$ cat src/cmwm_params.svh
`ifndef CMWM_PARAMS_SVH
`define CMWM_PARAMS_SVH
// Upper ten bits shared by every word-move opcode of this family.
`define CMWM_OPC_HI      10'h22F
// Low six bits of each word-move opcode.
`define CMWM_OPC_E2     6'h19
`define CMWM_OPC_1E     6'h1A
`define CMWM_OPC_11     6'h1B
`define CMWM_OPC_12     6'h1C
`define CMWM_OPC_2E     6'h1D
`define CMWM_OPC_21     6'h1E
`define CMWM_OPC_22     6'h1F
// Reset value of the working registers.
`define CMWM_REG_RST     16'h0000
// Position of the indirect flag in an address word.
`define CMWM_IND_BIT     15
`endif

$ cat src/cmwm_pkg.sv
package cmwm_pkg;
    // Memory map selected for one access.
    typedef enum logic [1:0] {
        CMWM_MAP_EXEC = 2'h0,
        CMWM_MAP_ALT1 = 2'h1,
        CMWM_MAP_ALT2 = 2'h2
    } cmwm_map_t;
    // Sequencer states, one-hot.
    typedef enum logic [4:0] {
        CMWM_ST_IDLE  = 5'h01,
        CMWM_ST_CHECK = 5'h02,
        CMWM_ST_READ  = 5'h04,
        CMWM_ST_WRITE = 5'h08,
        CMWM_ST_DONE  = 5'h10
    } cmwm_state_t;
endpackage

$ cat src/cmwm_dec_if.sv
`timescale 1ns/1ns
// Carries one instruction word to the decoder and its decode back.
interface cmwm_dec_if;
    import cmwm_pkg::*;
    logic [15:0] instr;  // Instruction word under decode.
    logic        valid;  // Word is one of the seven word moves.
    cmwm_map_t   src;    // Source map.
    cmwm_map_t   dst;    // Destination map.
    logic        chk_a;  // Source register needs the base-relative check.
    logic        chk_b;  // Destination register needs the base-relative check.
    modport dec (input instr, output valid, src, dst, chk_a, chk_b);
    modport use_side (output instr, input valid, src, dst, chk_a, chk_b);
endinterface

$ cat src/cmwm_decode.sv
`timescale 1ns/1ns
`include "cmwm_params.svh"
// Pure decode of the word-move opcodes into map selections.
module cmwm_decode (
    cmwm_dec_if.dec d
);
    import cmwm_pkg::*;
    wire       hi_match = (d.instr[15:6] == `CMWM_OPC_HI);
    wire [5:0] lo       = d.instr[5:0];
    // Map pair for each low field; the execute-to-execute forms are not ours.
    assign d.valid = hi_match && (lo >= `CMWM_OPC_E2) && (lo <= `CMWM_OPC_22);
    assign d.src = (lo == `CMWM_OPC_E2) ? CMWM_MAP_EXEC :
                   (lo <= `CMWM_OPC_12) ? CMWM_MAP_ALT1 : CMWM_MAP_ALT2;
    assign d.dst = (lo == `CMWM_OPC_1E || lo == `CMWM_OPC_2E) ? CMWM_MAP_EXEC :
                   (lo == `CMWM_OPC_11 || lo == `CMWM_OPC_21) ? CMWM_MAP_ALT1 :
                   CMWM_MAP_ALT2;
    // Only a move that touches the execute map checks its execute-side register.
    assign d.chk_a = (d.src == CMWM_MAP_EXEC);
    assign d.chk_b = (d.dst == CMWM_MAP_EXEC);
endmodule // cmwm_decode

$ cat src/cmwm_move.sv
`timescale 1ns/1ns
`include "cmwm_params.svh"
// Contract
// - Decode seven word-move opcodes into map pairs.
// - A source, B destination, X word count.
// - A ends one past last source word.
// - B ends one past last destination word.
// - X ends at zero.
// - Segmented mode, execute source: check A first.
// - Segmented mode, execute destination: check B first.
// - Checked register ends relative plus original count.
// - Interruptible; progress kept only in A, B, X.
// - Alternate maps disable register addressing and checking.
module cmwm_move (
    input  wire logic               clk_sys_i,     // Processor clock.
    input  wire logic               sys_rst_i,     // Synchronous reset, active high.
    input  wire logic               start_i,       // Execute the instruction word now.
    input  wire logic [15:0]        instr_i,       // Instruction word.
    input  wire logic [15:0]        reg_a_i,       // Accumulator A at start.
    input  wire logic [15:0]        reg_b_i,       // Accumulator B at start.
    input  wire logic [15:0]        reg_x_i,       // Index X at start.
    input  wire logic               seg_code_mode_i, // Segmented code mode is on.
    input  wire logic               irq_pend_i,    // An interrupt is pending.
    input  wire logic               chk_ack_i,     // Base-relative check finished.
    input  wire logic [15:0]        chk_rel_i,     // Base-relative address returned.
    input  wire logic               mem_ack_i,     // Memory finished the access.
    input  wire logic [15:0]        mem_rdata_i,   // Read data.
    output logic                    busy_o,        // A move is in progress.
    output logic                    done_o,        // One-cycle end of instruction.
    output logic                    intr_o,        // Ended early for an interrupt.
    output logic                    illegal_o,     // Start refused: not a word move.
    output logic [15:0]             reg_a_o,       // Accumulator A.
    output logic [15:0]             reg_b_o,       // Accumulator B.
    output logic [15:0]             reg_x_o,       // Index X.
    output logic                    chk_req_o,     // Base-relative check request.
    output logic [15:0]             chk_addr_o,    // Address to check.
    output logic                    mem_req_o,     // Memory access request.
    output logic                    mem_we_o,      // Access is a write.
    output cmwm_pkg::cmwm_map_t     mem_map_o,     // Map for the access.
    output logic                    mem_regs_en_o, // Locations 0 and 1 reach A and B.
    output logic [15:0]             mem_addr_o,    // Word address.
    output logic [15:0]             mem_wdata_o    // Write data.
);
    import cmwm_pkg::*;

    cmwm_dec_if  dec_if ();                    // Link to the opcode decoder.
    cmwm_state_t state_q;                      // Sequencer state.
    cmwm_map_t   src_q;                        // Latched source map.
    cmwm_map_t   dst_q;                        // Latched destination map.
    logic        chk_a_q;                      // A must be checked this move.
    logic        chk_b_q;                      // B must be checked this move.

    cmwm_decode u_dec (
        .d (dec_if.dec)
    );
    assign dec_if.instr = instr_i;

    // A start is taken or refused only when idle; a non-move word is refused.
    wire take    = start_i && (state_q == CMWM_ST_IDLE) && dec_if.valid;
    wire refuse  = start_i && (state_q == CMWM_ST_IDLE) && !dec_if.valid;
    // Checking is gated by mode and by which side uses the execute map.
    wire need_a  = seg_code_mode_i && dec_if.chk_a;
    wire need_b  = seg_code_mode_i && dec_if.chk_b;
    wire rd_done = (state_q == CMWM_ST_READ) && mem_ack_i;
    wire wr_done = (state_q == CMWM_ST_WRITE) && mem_ack_i;
    wire last    = (reg_x_o == 16'h0001);
    // The interrupt is honoured only between words, so A, B and X always agree.
    wire yield   = wr_done && !last && irq_pend_i;

    // Sequencer.
    always_ff @(posedge clk_sys_i) begin
        if (sys_rst_i) begin
            state_q <= CMWM_ST_IDLE;
        end else begin
            case (state_q)
                CMWM_ST_IDLE: begin
                    if (take && (need_a || need_b)) begin
                        state_q <= CMWM_ST_CHECK;
                    end else if (take) begin
                        // A zero count skips straight to the end.
                        state_q <= (reg_x_i == 16'h0000) ? CMWM_ST_DONE : CMWM_ST_READ;
                    end
                end
                CMWM_ST_CHECK: begin
                    if (chk_ack_i) begin
                        state_q <= (reg_x_o == 16'h0000) ? CMWM_ST_DONE : CMWM_ST_READ;
                    end
                end
                CMWM_ST_READ: begin
                    if (mem_ack_i) begin
                        state_q <= CMWM_ST_WRITE;
                    end
                end
                CMWM_ST_WRITE: begin
                    if (mem_ack_i) begin
                        state_q <= (last || yield) ? CMWM_ST_DONE : CMWM_ST_READ;
                    end
                end
                CMWM_ST_DONE: begin
                    state_q <= CMWM_ST_IDLE;
                end
                default: begin
                    state_q <= CMWM_ST_IDLE;
                end
            endcase
        end
    end

    // Working registers A, B and X; they hold all progress of the move.
    always_ff @(posedge clk_sys_i) begin
        if (sys_rst_i) begin
            reg_a_o <= `CMWM_REG_RST;
            reg_b_o <= `CMWM_REG_RST;
            reg_x_o <= `CMWM_REG_RST;
        end else if (take) begin
            reg_a_o <= reg_a_i;
            reg_b_o <= reg_b_i;
            reg_x_o <= reg_x_i;
        end else if (state_q == CMWM_ST_CHECK && chk_ack_i) begin
            // The relative form is stepped by the count, giving relative plus count.
            if (chk_a_q) begin
                reg_a_o <= chk_rel_i;
            end
            if (chk_b_q) begin
                reg_b_o <= chk_rel_i;
            end
        end else if (wr_done) begin
            reg_a_o <= reg_a_o + 16'h0001;
            reg_b_o <= reg_b_o + 16'h0001;
            reg_x_o <= reg_x_o - 16'h0001;
        end
    end

    // Latched decode of the move being run.
    always_ff @(posedge clk_sys_i) begin
        if (sys_rst_i) begin
            src_q   <= CMWM_MAP_EXEC;
            dst_q   <= CMWM_MAP_EXEC;
            chk_a_q <= 1'b0;
            chk_b_q <= 1'b0;
        end else if (take) begin
            src_q   <= dec_if.src;
            dst_q   <= dec_if.dst;
            chk_a_q <= need_a;
            chk_b_q <= need_b;
        end
    end

    // Check request; only one side can be the execute map in these moves.
    always_ff @(posedge clk_sys_i) begin
        if (sys_rst_i) begin
            chk_req_o  <= 1'b0;
            chk_addr_o <= 16'h0000;
        end else begin
            chk_req_o  <= (take && (need_a || need_b)) ||
                          (state_q == CMWM_ST_CHECK && !chk_ack_i);
            if (take) begin
                chk_addr_o <= need_a ? reg_a_i : reg_b_i;
            end
        end
    end

    // Memory request: read at A through the source map, then write at B.
    always_ff @(posedge clk_sys_i) begin
        if (sys_rst_i) begin
            mem_req_o     <= 1'b0;
            mem_we_o      <= 1'b0;
            mem_map_o     <= CMWM_MAP_EXEC;
            mem_regs_en_o <= 1'b1;
            mem_addr_o    <= 16'h0000;
            mem_wdata_o   <= 16'h0000;
        end else begin
            mem_req_o <= (state_q == CMWM_ST_READ && !mem_ack_i) ||
                         (state_q == CMWM_ST_WRITE && !mem_ack_i) || rd_done;
            if (rd_done) begin
                mem_we_o      <= 1'b1;
                mem_map_o     <= dst_q;
                mem_regs_en_o <= (dst_q == CMWM_MAP_EXEC);
                mem_addr_o    <= reg_b_o;
                mem_wdata_o   <= mem_rdata_i;
            end else if (state_q == CMWM_ST_READ) begin
                mem_we_o      <= 1'b0;
                mem_map_o     <= src_q;
                mem_regs_en_o <= (src_q == CMWM_MAP_EXEC);
                mem_addr_o    <= reg_a_o;
            end else if (state_q != CMWM_ST_WRITE) begin
                mem_we_o      <= 1'b0;
            end
        end
    end

    // Status outputs; busy lasts from the taken start to the done pulse.
    always_ff @(posedge clk_sys_i) begin
        if (sys_rst_i) begin
            busy_o    <= 1'b0;
            done_o    <= 1'b0;
            intr_o    <= 1'b0;
            illegal_o <= 1'b0;
        end else begin
            busy_o    <= take || (busy_o && !(state_q == CMWM_ST_DONE));
            done_o    <= (state_q == CMWM_ST_DONE);
            illegal_o <= refuse;
            if (yield) begin
                intr_o <= 1'b1;
            end else if (take) begin
                intr_o <= 1'b0;
            end
        end
    end
endmodule // cmwm_move

$ cat config.mk
export PLATFORM = sky130hd
export DESIGN_NAME = cmwm_move
export DESIGN_NICKNAME = d
export VERILOG_FILES = /design/src/cmwm_pkg.sv /design/src/cmwm_dec_if.sv /design/src/cmwm_decode.sv /design/src/cmwm_move.sv
export VERILOG_INCLUDE_DIRS = /design/src
export SDC_FILE = /design/constraint.sdc
export NUM_CORES = 1
export LEC_CHECK = 0
export BUFFER_PORTS_ARGS = -buffer_cell sky130_fd_sc_hd__buf_2
export CORE_ASPECT_RATIO = 1.25
export CORE_MARGIN = 2
export CORE_UTILIZATION = 38
export DETAILED_ROUTE_END_ITERATION = 16
export SKIP_CTS_REPAIR_TIMING = 1
export SYNTH_ARGS = -nofsm -noshare
export SYNTH_HDL_FRONTEND = slang
export SYNTH_SLANG_ARGS = --single-unit
$ cat constraint.sdc
create_clock -name clk_sys_i -period 4.69 [get_ports clk_sys_i]
set_input_delay 0.469 -clock clk_sys_i [delete_from_list [all_inputs] [get_ports clk_sys_i]]
set_output_delay 0.469 -clock clk_sys_i [all_outputs]
set_load 0.01 [all_outputs]
Yosys cells after proc, flatten, opt, wreduce, memory -nomap -nowiden
Cells that the tools add are included.
Widths: inputs -> output; s select.
{ "totals": {"wordCells": 127, "register_bits": 117, "input_bits": 103} }
{ "classes": {"mux": 36, "n_addsub": 3, "n_reduce_logical": 45, "n_eq_ne": 20, "order_cmp": 3} }
{ "ops": {"columns": ["cell", "count"], "rows": [
  ["$mux 16", 14],
  ["$mux 5", 8],
  ["$add 16x1->16 const B", 2],
  ["$logic_not 16->1", 2],
  ["$eq 6x5->1 const B", 5],
  ["$pmux 5 s4", 1],
  ["$logic_and 1x1->1", 17],
  ["$eq 16x1->1 const B", 1],
  ["$sub 16x1->16 const B", 1],
  ["$le 6x5->1 const B", 2],
  ["$mux 2", 6],
  ["$eq 10x10->1 const B", 1],
  ["$logic_not 2->1", 4],
  ["$logic_or 1x1->1", 8],
  ["$ne 2x2->1 const B", 4],
  ["$mux 1", 7],
  ["$ge 6x5->1 const B", 1],
  ["$ne 3x3->1 const B", 2],
  ["$reduce_and 2->1", 3],
  ["$reduce_bool 2->1", 3],
  ["$reduce_bool 3->1", 2],
  ["$eq 5x1->1 const B", 1],
  ["$eq 5x2->1 const B", 1],
  ["$eq 5x3->1 const B", 1],
  ["6 further kinds", 10]
]} }

Logic depth before layout (Yosys ltp)
Gate-level depths: netlist of run 1.
{ "depth": {"depth_word": 10, "mapped_depth": 9, "mapped_depth_nobuf": 7} }

Modules after synthesis
A second synthesis of run 1 with hierarchy kept.
{ "hier_totals": {"cells_unflattened": 765, "hier_area_um2": 6272.3} }
{ "modules_own_cells": {"columns": ["mod", "seq_area_each_um2", "area_per_inst_um2", "cells_each", "n_inst"], "rows": [
  ["cmwm_move", 2342.2, 6114.6, 746, 1],
  ["cmwm_decode", 0.0, 157.7, 19, 1]
]} }

Worst setup path before layout of run 1
OpenSTA, ideal clock, no wires.
{ "synth_path": {"path_type": "input -> register", "start": "in instr_i[12]", "end": "reg reg_b_o[7]", "n_path_buf": 1, "cell_stages": 7, "required_time_ns": 4.558, "slack_ns": 2.648, "t_arrival_ns": 1.910, "path_cell_list": "nand4bb_1 nor4_4 nand3_2 a21o_2 buf_4 a211oi_1 nor3_1"} }
{ "synth_between": {"elab_chain_len": 6, "word_cells_on_any_way": 8, "classes_between": "eq/ne: 2; mux: 1; reduce/logical: 5"} }
{ "synth_lines": {"columns": ["element", "line", "text"], "rows": [
  ["from (decl)", "cmwm_move.sv:18", "input wire logic [15:0] instr_i,"],
  ["$eq 10x10->1 (no source line) (*)", null, null],
  ["$logic_and 1x1->1 (*) (2 in a row)", "cmwm_decode.sv:11", "assign d.valid = hi_match && (lo >= `CMWM_OPC_E2) && (lo <= `CMWM_OPC_22);"],
  ["$logic_and 1x1->1 (*)", "cmwm_move.sv:59", "wire take = start_i && (state_q == CMWM_ST_IDLE) && dec_if.valid;"],
  ["$ne 3x3->1 (no source line) or $reduce_bool 3->1 (tied branches)", null, null],
  ["$reduce_and 2->1 (no source line)", null, null],
  ["to (signal assigned)", "cmwm_move.sv:113", "reg_b_o <= `CMWM_REG_RST;"],
  ["to (signal assigned)", "cmwm_move.sv:117", "reg_b_o <= reg_b_i;"],
  ["to (signal assigned)", "cmwm_move.sv:125", "reg_b_o <= chk_rel_i;"],
  ["to (decl)", "cmwm_move.sv:33", "output logic [15:0] reg_b_o,"]
]} }
Mark *: on every way between the ends. The rest lies on a longest branch, timed or not.
A chain may end at the register's enable or synchronous reset.

Worst setup path after layout of run 1
{ "layout_path": {"start": "in mem_ack_i", "end": "reg reg_a_o[0]"} }
{ "layout_between": {"elab_chain_len": 3} }
{ "layout_lines": {"columns": ["element", "line", "text"], "rows": [
  ["from (decl)", "cmwm_move.sv:26", "input wire logic mem_ack_i,"],
  ["$logic_and 1x1->1", "cmwm_move.sv:65", "wire wr_done = (state_q == CMWM_ST_WRITE) && mem_ack_i;"],
  ["$reduce_bool 3->1 (no source line)", null, null],
  ["$reduce_and 2->1 (no source line)", null, null],
  ["to (signal assigned)", "cmwm_move.sv:112", "reg_a_o <= `CMWM_REG_RST;"],
  ["to (signal assigned)", "cmwm_move.sv:116", "reg_a_o <= reg_a_i;"],
  ["to (signal assigned)", "cmwm_move.sv:122", "reg_a_o <= chk_rel_i;"],
  ["to (decl)", "cmwm_move.sv:32", "output logic [15:0] reg_a_o,"]
]} }
No other way between the ends.

==> results of run 1 <==
## layout by cell type (no fill, tap or decap), types with 3 or more instances in the layout
master     instances
o32ai_1            3
nand3b_1           4
dfxtp_1          117
and2_1             3
a211oi_1          86
nand2b_1           5
o21ai_0           12
a31oi_1            3
mux2i_1           35
a21oi_1           41
nor4_1            14
nand4_1           16
nor2_2             3
xnor2_1           17
nand3_1           13
nor2_1           120
nand2_1           75
buf_4              8
clkbuf_16         17
a21o_1             3
or3_1              5
inv_1              7
a221oi_1           3
nor3_1            40
ha_1               5
o211ai_1           7
clkinv_2           6
buf_2            207
nor3_2             3
xor2_1            18
nor3b_1            3
clkbuf_8           3
and4_1             3
## routing by layer
metal	track usage	vias up
met5	0	-
met2	0.3816	245
li1	-	3151
met3	0.04581	31
met4	0.07857	0
met1	0.2957	2886
## per-stage QoR
stage / cell area (um2) / utilization / power (mW) / hold WS, ns / std cells
finish: 7915 / 0.4905 / 2.362 / 0.2915 / 1170
detailed placement: 7340 / 0.4549 / 1.119 / 0.4444 / 1139
global placement: 7340 / 0.4549 / 1.120 / 0.4407 / 1139
global route: 7915 / 0.4905 / 2.440 / 0.2885 / 1170
CTS: 7915 / 0.4905 / 2.389 / 0.2755 / 1170
floorplan: 6242 / - / 1.055 / 0.4443 / 768
## worst min-delay path, delay by kind of cell
family                 cells  cell delay (ns)
AO/OA/AOI/OAI              1             0.05
AND/OR/NAND/NOR            1             0.04
buffers and inverters      1             0.09
## logic make-up (layout without fill, tap and decap cells)
logic type / Yosys count / count (layout) / synth area share
and+or+nand+nor: 331 / 331 / 0.2612
xor gates and xnor gates: 35 / 35 / 0.04911
DFF: 117 / 117 / 0.3752
adders and majority gates: 5 / 5 / 0.01002
AOI/OAI and AO/OA: 178 / 178 / 0.2004
buffers and inverters: 67 / 253 / 0.04791
muxes: 35 / 35 / 0.05612
## synthesized netlist by cell type (2+ instances only)
cell      instances  share of area
nor3_1           40          0.032
xnor2_1          17          0.024
a31oi_1           3         0.0030
o211ai_1          7         0.0084
a21o_1            3         0.0036
nor4_4            2         0.0068
nor2_1          121          0.073
mux2i_1          35          0.056
a221oi_1          3         0.0042
nor3_2            3         0.0048
buf_4             5         0.0060
xor2_1           18          0.025
and4b_1           2         0.0032
nor3b_1           3         0.0036
inv_1             7         0.0042
nand3b_1          4         0.0048
buf_1             3         0.0018
a211oi_1         86           0.10
and3_1            3         0.0030
nor4_1           14          0.014
nor2_2            2         0.0020
and4_1            3         0.0042
clkbuf_1         29          0.017
nand4_1          16          0.016
and2_1            3         0.0030
nand3_1          13          0.010
or3_1             5         0.0050
nand2_1          75          0.045
nor2_4            2         0.0036
nand2b_1          5         0.0050
o21a_1            2         0.0024
or4_1             2         0.0024
nand2_2           2         0.0020
ha_1              5          0.010
o21ai_0          12         0.0096
dfxtp_1         117           0.38
o32ai_1           3         0.0042
a211oi_2          2         0.0040
buf_2            23          0.018
a21oi_1          41          0.033
## layout make-up
type	instances	area, um2	area share
clock buffers	21	470.5	0.05944
clock inverters	10	105.1	0.01328
inverters	7	26.28	0.003320
multi-input cells	584	3605	0.4554
flip-flops and latches	117	2342	0.2959
well taps	216	270.3	0.03414
repair buffers	215	1096	0.1385
## registers in the layout, indices dropped and copies added, names as in the netlist, 2 cells and up
register / flops
state_q: 5
chk_addr_o: 16
mem_addr_o: 16
reg_b_o: 16
dst_q: 2
mem_wdata_o: 16
reg_a_o: 16
src_q: 2
mem_map_o: 2
reg_x_o: 16
## worst paths after layout
kind / cells past startpoint / slack [ns] / endpoint
worst min register to register: 2 / 0.45 / mem_wdata_o[10]$_SDFFE_PP0P_
worst min-delay path: 3 / 0.29 / mem_wdata_o[10]$_SDFFE_PP0P_
worst max-delay path: 7 / 2.14 / reg_a_o[0]$_SDFFE_PP0P_
worst max register to register: 6 / 2.17 / reg_a_o[6]$_SDFFE_PP0P_
## report_power, final
group	switching, mW	internal, mW
sequential	0.000184	0.995
combinational	0.0585	0.0442
clock	0.450	0.813
total	0.509	1.85
==> metrics.md, run 1 <==
| Metric | Value |
|---|---|
| Status | `finished, final reports clean` |
| Antenna Nets Post-Route | `0` |
| CP Launch Type | `input port` |
| Hold Crit Class | `in -> reg` |
| GPL Wtd Cong | `between 0.9 and 1` |
| Vias per inst | `5.396` |
| Drt first pass iters | `8` |
| Met1 WL | `approximately 8600 um` |
| Distinct cells, synth | `67` |
| Routed wire length per instance | `approximately 17 um` |
| Overflow left after global routing | `0` |
| Worst Clk Skew | `around 0.009 ns` |
| Post-synth ARST share | `0` |
| Inserted Diodes | `0` |
| Fillcell total | `1702` |
| Max-Cap Viols | `0` |
| Setup crit end kind | `flop` |
| Syn Area/Cell | `8.128 um2` |
| Static Leak | `3.264 nW` |
| First-pass GRT wire length | `about 32000 um` |
| Detail Placement HPWL | `between 10000 and 15000 um` |
| Fmax | `392.4 MHz` |
| Placement Setup Slack | `between 1.5 and 2 ns` |
| Yosys reg bits | `around 120` |
| H-tree levels | `4` |
| Sequential cell area fraction in the yosys report | `0.3752` |
| Die X | `roughly 120 um` |
| Number of global-route vias before repair | `~5800` |
| Hold_sp | `mem_rdata_i[10]` |
| Clk_lat worst skew | `0.42 ns` |
| Chip height | `~150 um` |
| Worst endpoint required time | `5.03 ns` |
| Drt first-iter violations | `between 400 and 500` |
| Core Footprint | `roughly 16000 um2` |
| CP Data Arrival Time | `approximately 2.9 ns` |
| Yosys warnings | `0` |
| Post-Syn Area | `roughly 6200 um2` |
| Count of pins over their slew limit | `0` |
| Total length of routed wires | `20170 um` |
| FP Rows | `between 50 and 60` |
| Slowest-stage cell, CP | `a21oi_2` |
| I/O pin count | `roughly 210` |
| Die ar. | `17470 um2` |
| Critical path's top delay family | `compound AO/OA/AOI/OAI gates` |
| Clk slew on worst S/H paths | `approximately 0.050 ns` |
| Number of enable flip-flop cells after synthesis | `0` |
| Worst VDD drop | `~0.22 mV` |
| # clock sinks | `roughly 120` |
| Max incr delay on CP | `about 0.64 ns` |
| Crit-path cells | `buf_2 -> nand3b_1 -> nor2_4 -> nor2_1 -> a21oi_2 -> o211ai_1 -> a21oi_1` |
| Clk buf depth | `2` |
| Endpoints failing hold | `0` |
| Syn_nets | `roughly 880` |
| Initial Util | `0.3869` |
| TritonCTS buffer count | `17` |
| TritonCTS clock tree | `done` |
| Crit path max fanout | `26` |
| GRT Util Overall | `0.2293` |
| Critical Path Start | `mem_ack_i` |
| Power per Cell Area | `298.4 nW/um2` |
| Largest net degree at the start of global routing | `a little under 70` |
| Ys flop type | `dfxtp_1` |
| Layout cells sized above 1 | `0.2820` |
| Setup violators final | `0` |
| Top routing layer in use | `met4` |
| PortBufs | `208` |
| Clk root buf | `clkbuf_16` |
| # DRC | `0` |
| Via count | `approximately 6300` |
| Post-layout worst setup margin | `~2.1 ns` |
| Minimum clock period | `2.548 ns` |
| Slew headroom | `0.3713` |
| Initial antenna violation count | `0` |
| Period utilisation layout | `0.5433` |
| Measured slew at the worst slew-check pin | `around 0.94 ns` |
| Worst Path Buf+Inv | `1` |
| Met2 Wirelength | `between 9000 and 10000 um` |
| Worst r2r src | `state_q[2]$_SDFFE_PP0P_` |
| Setup TNS | `0 ns` |
| Layout Area Growth over Synthesis | `26.80%` |
| Mapped Cells | `around 770` |
| Final net count | `1050` |
| WS Path Type | `in -> reg` |
| DR WL met3 | `1359 um` |
| RSZ-0062 raised after global routing | `no` |
Power figures use the tool's default switching activity.
==> inputs of run 2 (changes only) <==
Settings changed: PLACE_DENSITY set to 0.65.
Clock period 4.69 ns to 2.16 ns, I/O delays scaled along.
==> run 2 against run 1 <==
Against the previous run:
- wire length up 4.9%
- flip-flop and latch count did not move
- setup slack worse by 2.0 ns
- worst hold slack worse by 0.26 ns
==> metrics.md, run 2 (same netlist as run 1, synthesis figures left out) <==
| Metric | Value |
|---|---|
| GRT Util Overall | `0.2414 (was 0.2293)` |
| # DRC | `0 (unchanged)` |
| Crit path max fanout | `14 (was 26)` |
| Clk buf depth | `2 (unchanged)` |
| I/O pin count | `209 (unchanged)` |
| Layout cells sized above 1 | `0.3207 (was 0.2820)` |
| GPL Wtd Cong | `0.9246 (was 0.9498)` |
| FP Rows | `52 (unchanged)` |
| Measured slew at the worst slew-check pin | `0.5349 ns (was 0.9431 ns)` |
| Most common cell after layout, fill and taps aside | `buf_2 (unchanged)` |
| Chip height | `147.3 um (unchanged)` |
| First-pass GRT wire length | `33380 um (was 31670 um)` |
| Slew headroom | `0.6401 (was 0.3713)` |
| Setup violators final | `0 (unchanged)` |
| Drt first pass iters | `5 (was 8)` |
| Total length of routed wires | `21160 um (was 20170 um)` |
| Minimum clock period | `2.048 ns` |
| Hold Crit Class | `in -> reg (unchanged)` |
| Most frequent cells in the layout | `buf_2 (207), nor2_1 (119), dfxtp_1 (117), a211oi_1 (86), nand2_1 (75) (was buf_2 (207), nor2_1 (120), dfxtp_1 (117), a211oi_1 (86), nand2_1 (75))` |
| Vias per inst | `5.411 (was 5.396)` |
| Total power | `4.985 mW (was 2.362 mW)` |
| Worst endpoint required time | `2.49 ns (was 5.03 ns)` |
| CP Data Arrival Time | `2.38 ns (was 2.89 ns)` |
| # clock sinks | `117 (unchanged)` |
| Hold_sp | `mem_rdata_i[15] (was mem_rdata_i[10])` |
| Inserted Diodes | `0 (unchanged)` |
| Largest net degree at the start of global routing | `40 (was 69)` |
| Fmax | `488.3 MHz` |
| Endpoints failing hold | `0 (unchanged)` |
| Worst hold slack | `0.03367 ns (was 0.2915 ns)` |
| Clk root buf | `clkbuf_16 (unchanged)` |
| Via count | `6585 (was 6313)` |
| Initial antenna violation count | `0 (unchanged)` |
| Number of global-route vias before repair | `6390 (was 5787)` |
| Worst r2r src | `state_q[2]$_SDFFE_PP0P_ (unchanged)` |
| TritonCTS clock tree | `done (unchanged)` |
| Status | `finished, final reports clean (unchanged)` |
| Period utilisation layout | `0.9481` |
| Detail Placement HPWL | `15690 um (was 14560 um)` |
| Die X | `118.6 um (unchanged)` |
| Static Leak | `3.529 nW (was 3.264 nW)` |
| Drt first-iter violations | `479 (was 456)` |
| Count of pins over their slew limit | `0 (unchanged)` |
| Routed wire length per instance | `17.39 um (was 17.24 um)` |
| Setup TNS | `0 ns (unchanged)` |
| WS Path Type | `reg -> reg (was in -> reg)` |
| CP Launch Type | `flop (was input port)` |
| Initial Util | `0.3869 (unchanged)` |
| Setup crit end kind | `flop (unchanged)` |
| Clk slew on worst S/H paths | `0.05 ns (about the same)` |
| Layout Area Growth over Synthesis | `33.67% (was 26.80%)` |
| Power per Cell Area | `597.4 nW/um2 (was 298.4 nW/um2)` |
| Core Footprint | `16140 um2 (unchanged)` |
| TritonCTS buffer count | `17 (unchanged)` |
| RSZ-0062 raised after global routing | `no (unchanged)` |
| Antenna Nets Post-Route | `0 (unchanged)` |
| Final net count | `1100 (was 1050)` |
| Max-Cap Viols | `0 (unchanged)` |
| Critical Path Start | `state_q[2]$_SDFFE_PP0P_ (was mem_ack_i)` |
| PortBufs | `208 (unchanged)` |
| Worst VDD drop | `0.4655 mV (was 0.2241 mV)` |
| Worst Clk Skew | `0.008574 ns (was 0.008911 ns)` |
| Overflow left after global routing | `0 (unchanged)` |
| H-tree levels | `4 (unchanged)` |
| Clk_lat worst skew | `0.42 ns (about the same)` |
| Die ar. | `17470 um2 (unchanged)` |
[run 2: worst paths after layout]
path | to | slack (ns) | cells after the start
setup / recovery | reg_b_o[13]$_SDFFE_PP0P_ | 0.11 | 6
hold / removal | mem_wdata_o[15]$_SDFFE_PP0P_ | 0.03 | 3
setup reg to reg | reg_b_o[13]$_SDFFE_PP0P_ | 0.11 | 6
hold reg to reg | busy_o$_SDFF_PP0_ | 0.45 | 2
[run 2: worst max-delay path, cell delays in order (launching register included)]
cell and delay, ns:
dfxtp_1 0.33, or3_4 0.42, or2_4 0.29, nor2_2 0.19, a21o_2 0.37, a21oi_1 0.10, a211oi_1 0.26
[run 2: power by group]
part | switching (mW) | internal (mW) | leakage, nW
Sequential | 0.000344 | 2.16 | 0.942
Combinational | 0.129 | 0.104 | 2.32
Clock | 0.959 | 1.63 | 0.267
[run 2: cell type report]
class,count,area [um2]
Fill cell,1630,7791
Multi-Input combinational cell,584,3630
Sequential cell,117,2342
Timing Repair Buffer,265,1546
Clock buffer,22,474.2
Tap cell,216,270.3
Clock inverter,6,55.05
Inverter,7,26.28
[run 2: metal layers]
metal,up-vias,global-route usage,share of wire,wire (um)
met3,43,0.04658,0.064,1364
met4,0,0.09345,0.024,513
met2,259,0.4187,0.50,10610
met5,-,0,0,0
met1,3048,0.2940,0.41,8675
li1,3235,-,-,-
[run 2: metrics by stage]
stage | utilization | setup slack [ns] | instances | instance area [um2]
after floorplan | - | 0.2129 | 768 | 6242
after global placement | 0.4828 | 0.1106 | 1189 | 7790
after detailed placement | 0.4828 | 0.02802 | 1189 | 7790
after CTS | 0.5156 | 0.08627 | 1217 | 8319
after global routing | 0.5171 | 0.01252 | 1217 | 8344
final | 0.5171 | 0.1121 | 1217 | 8344
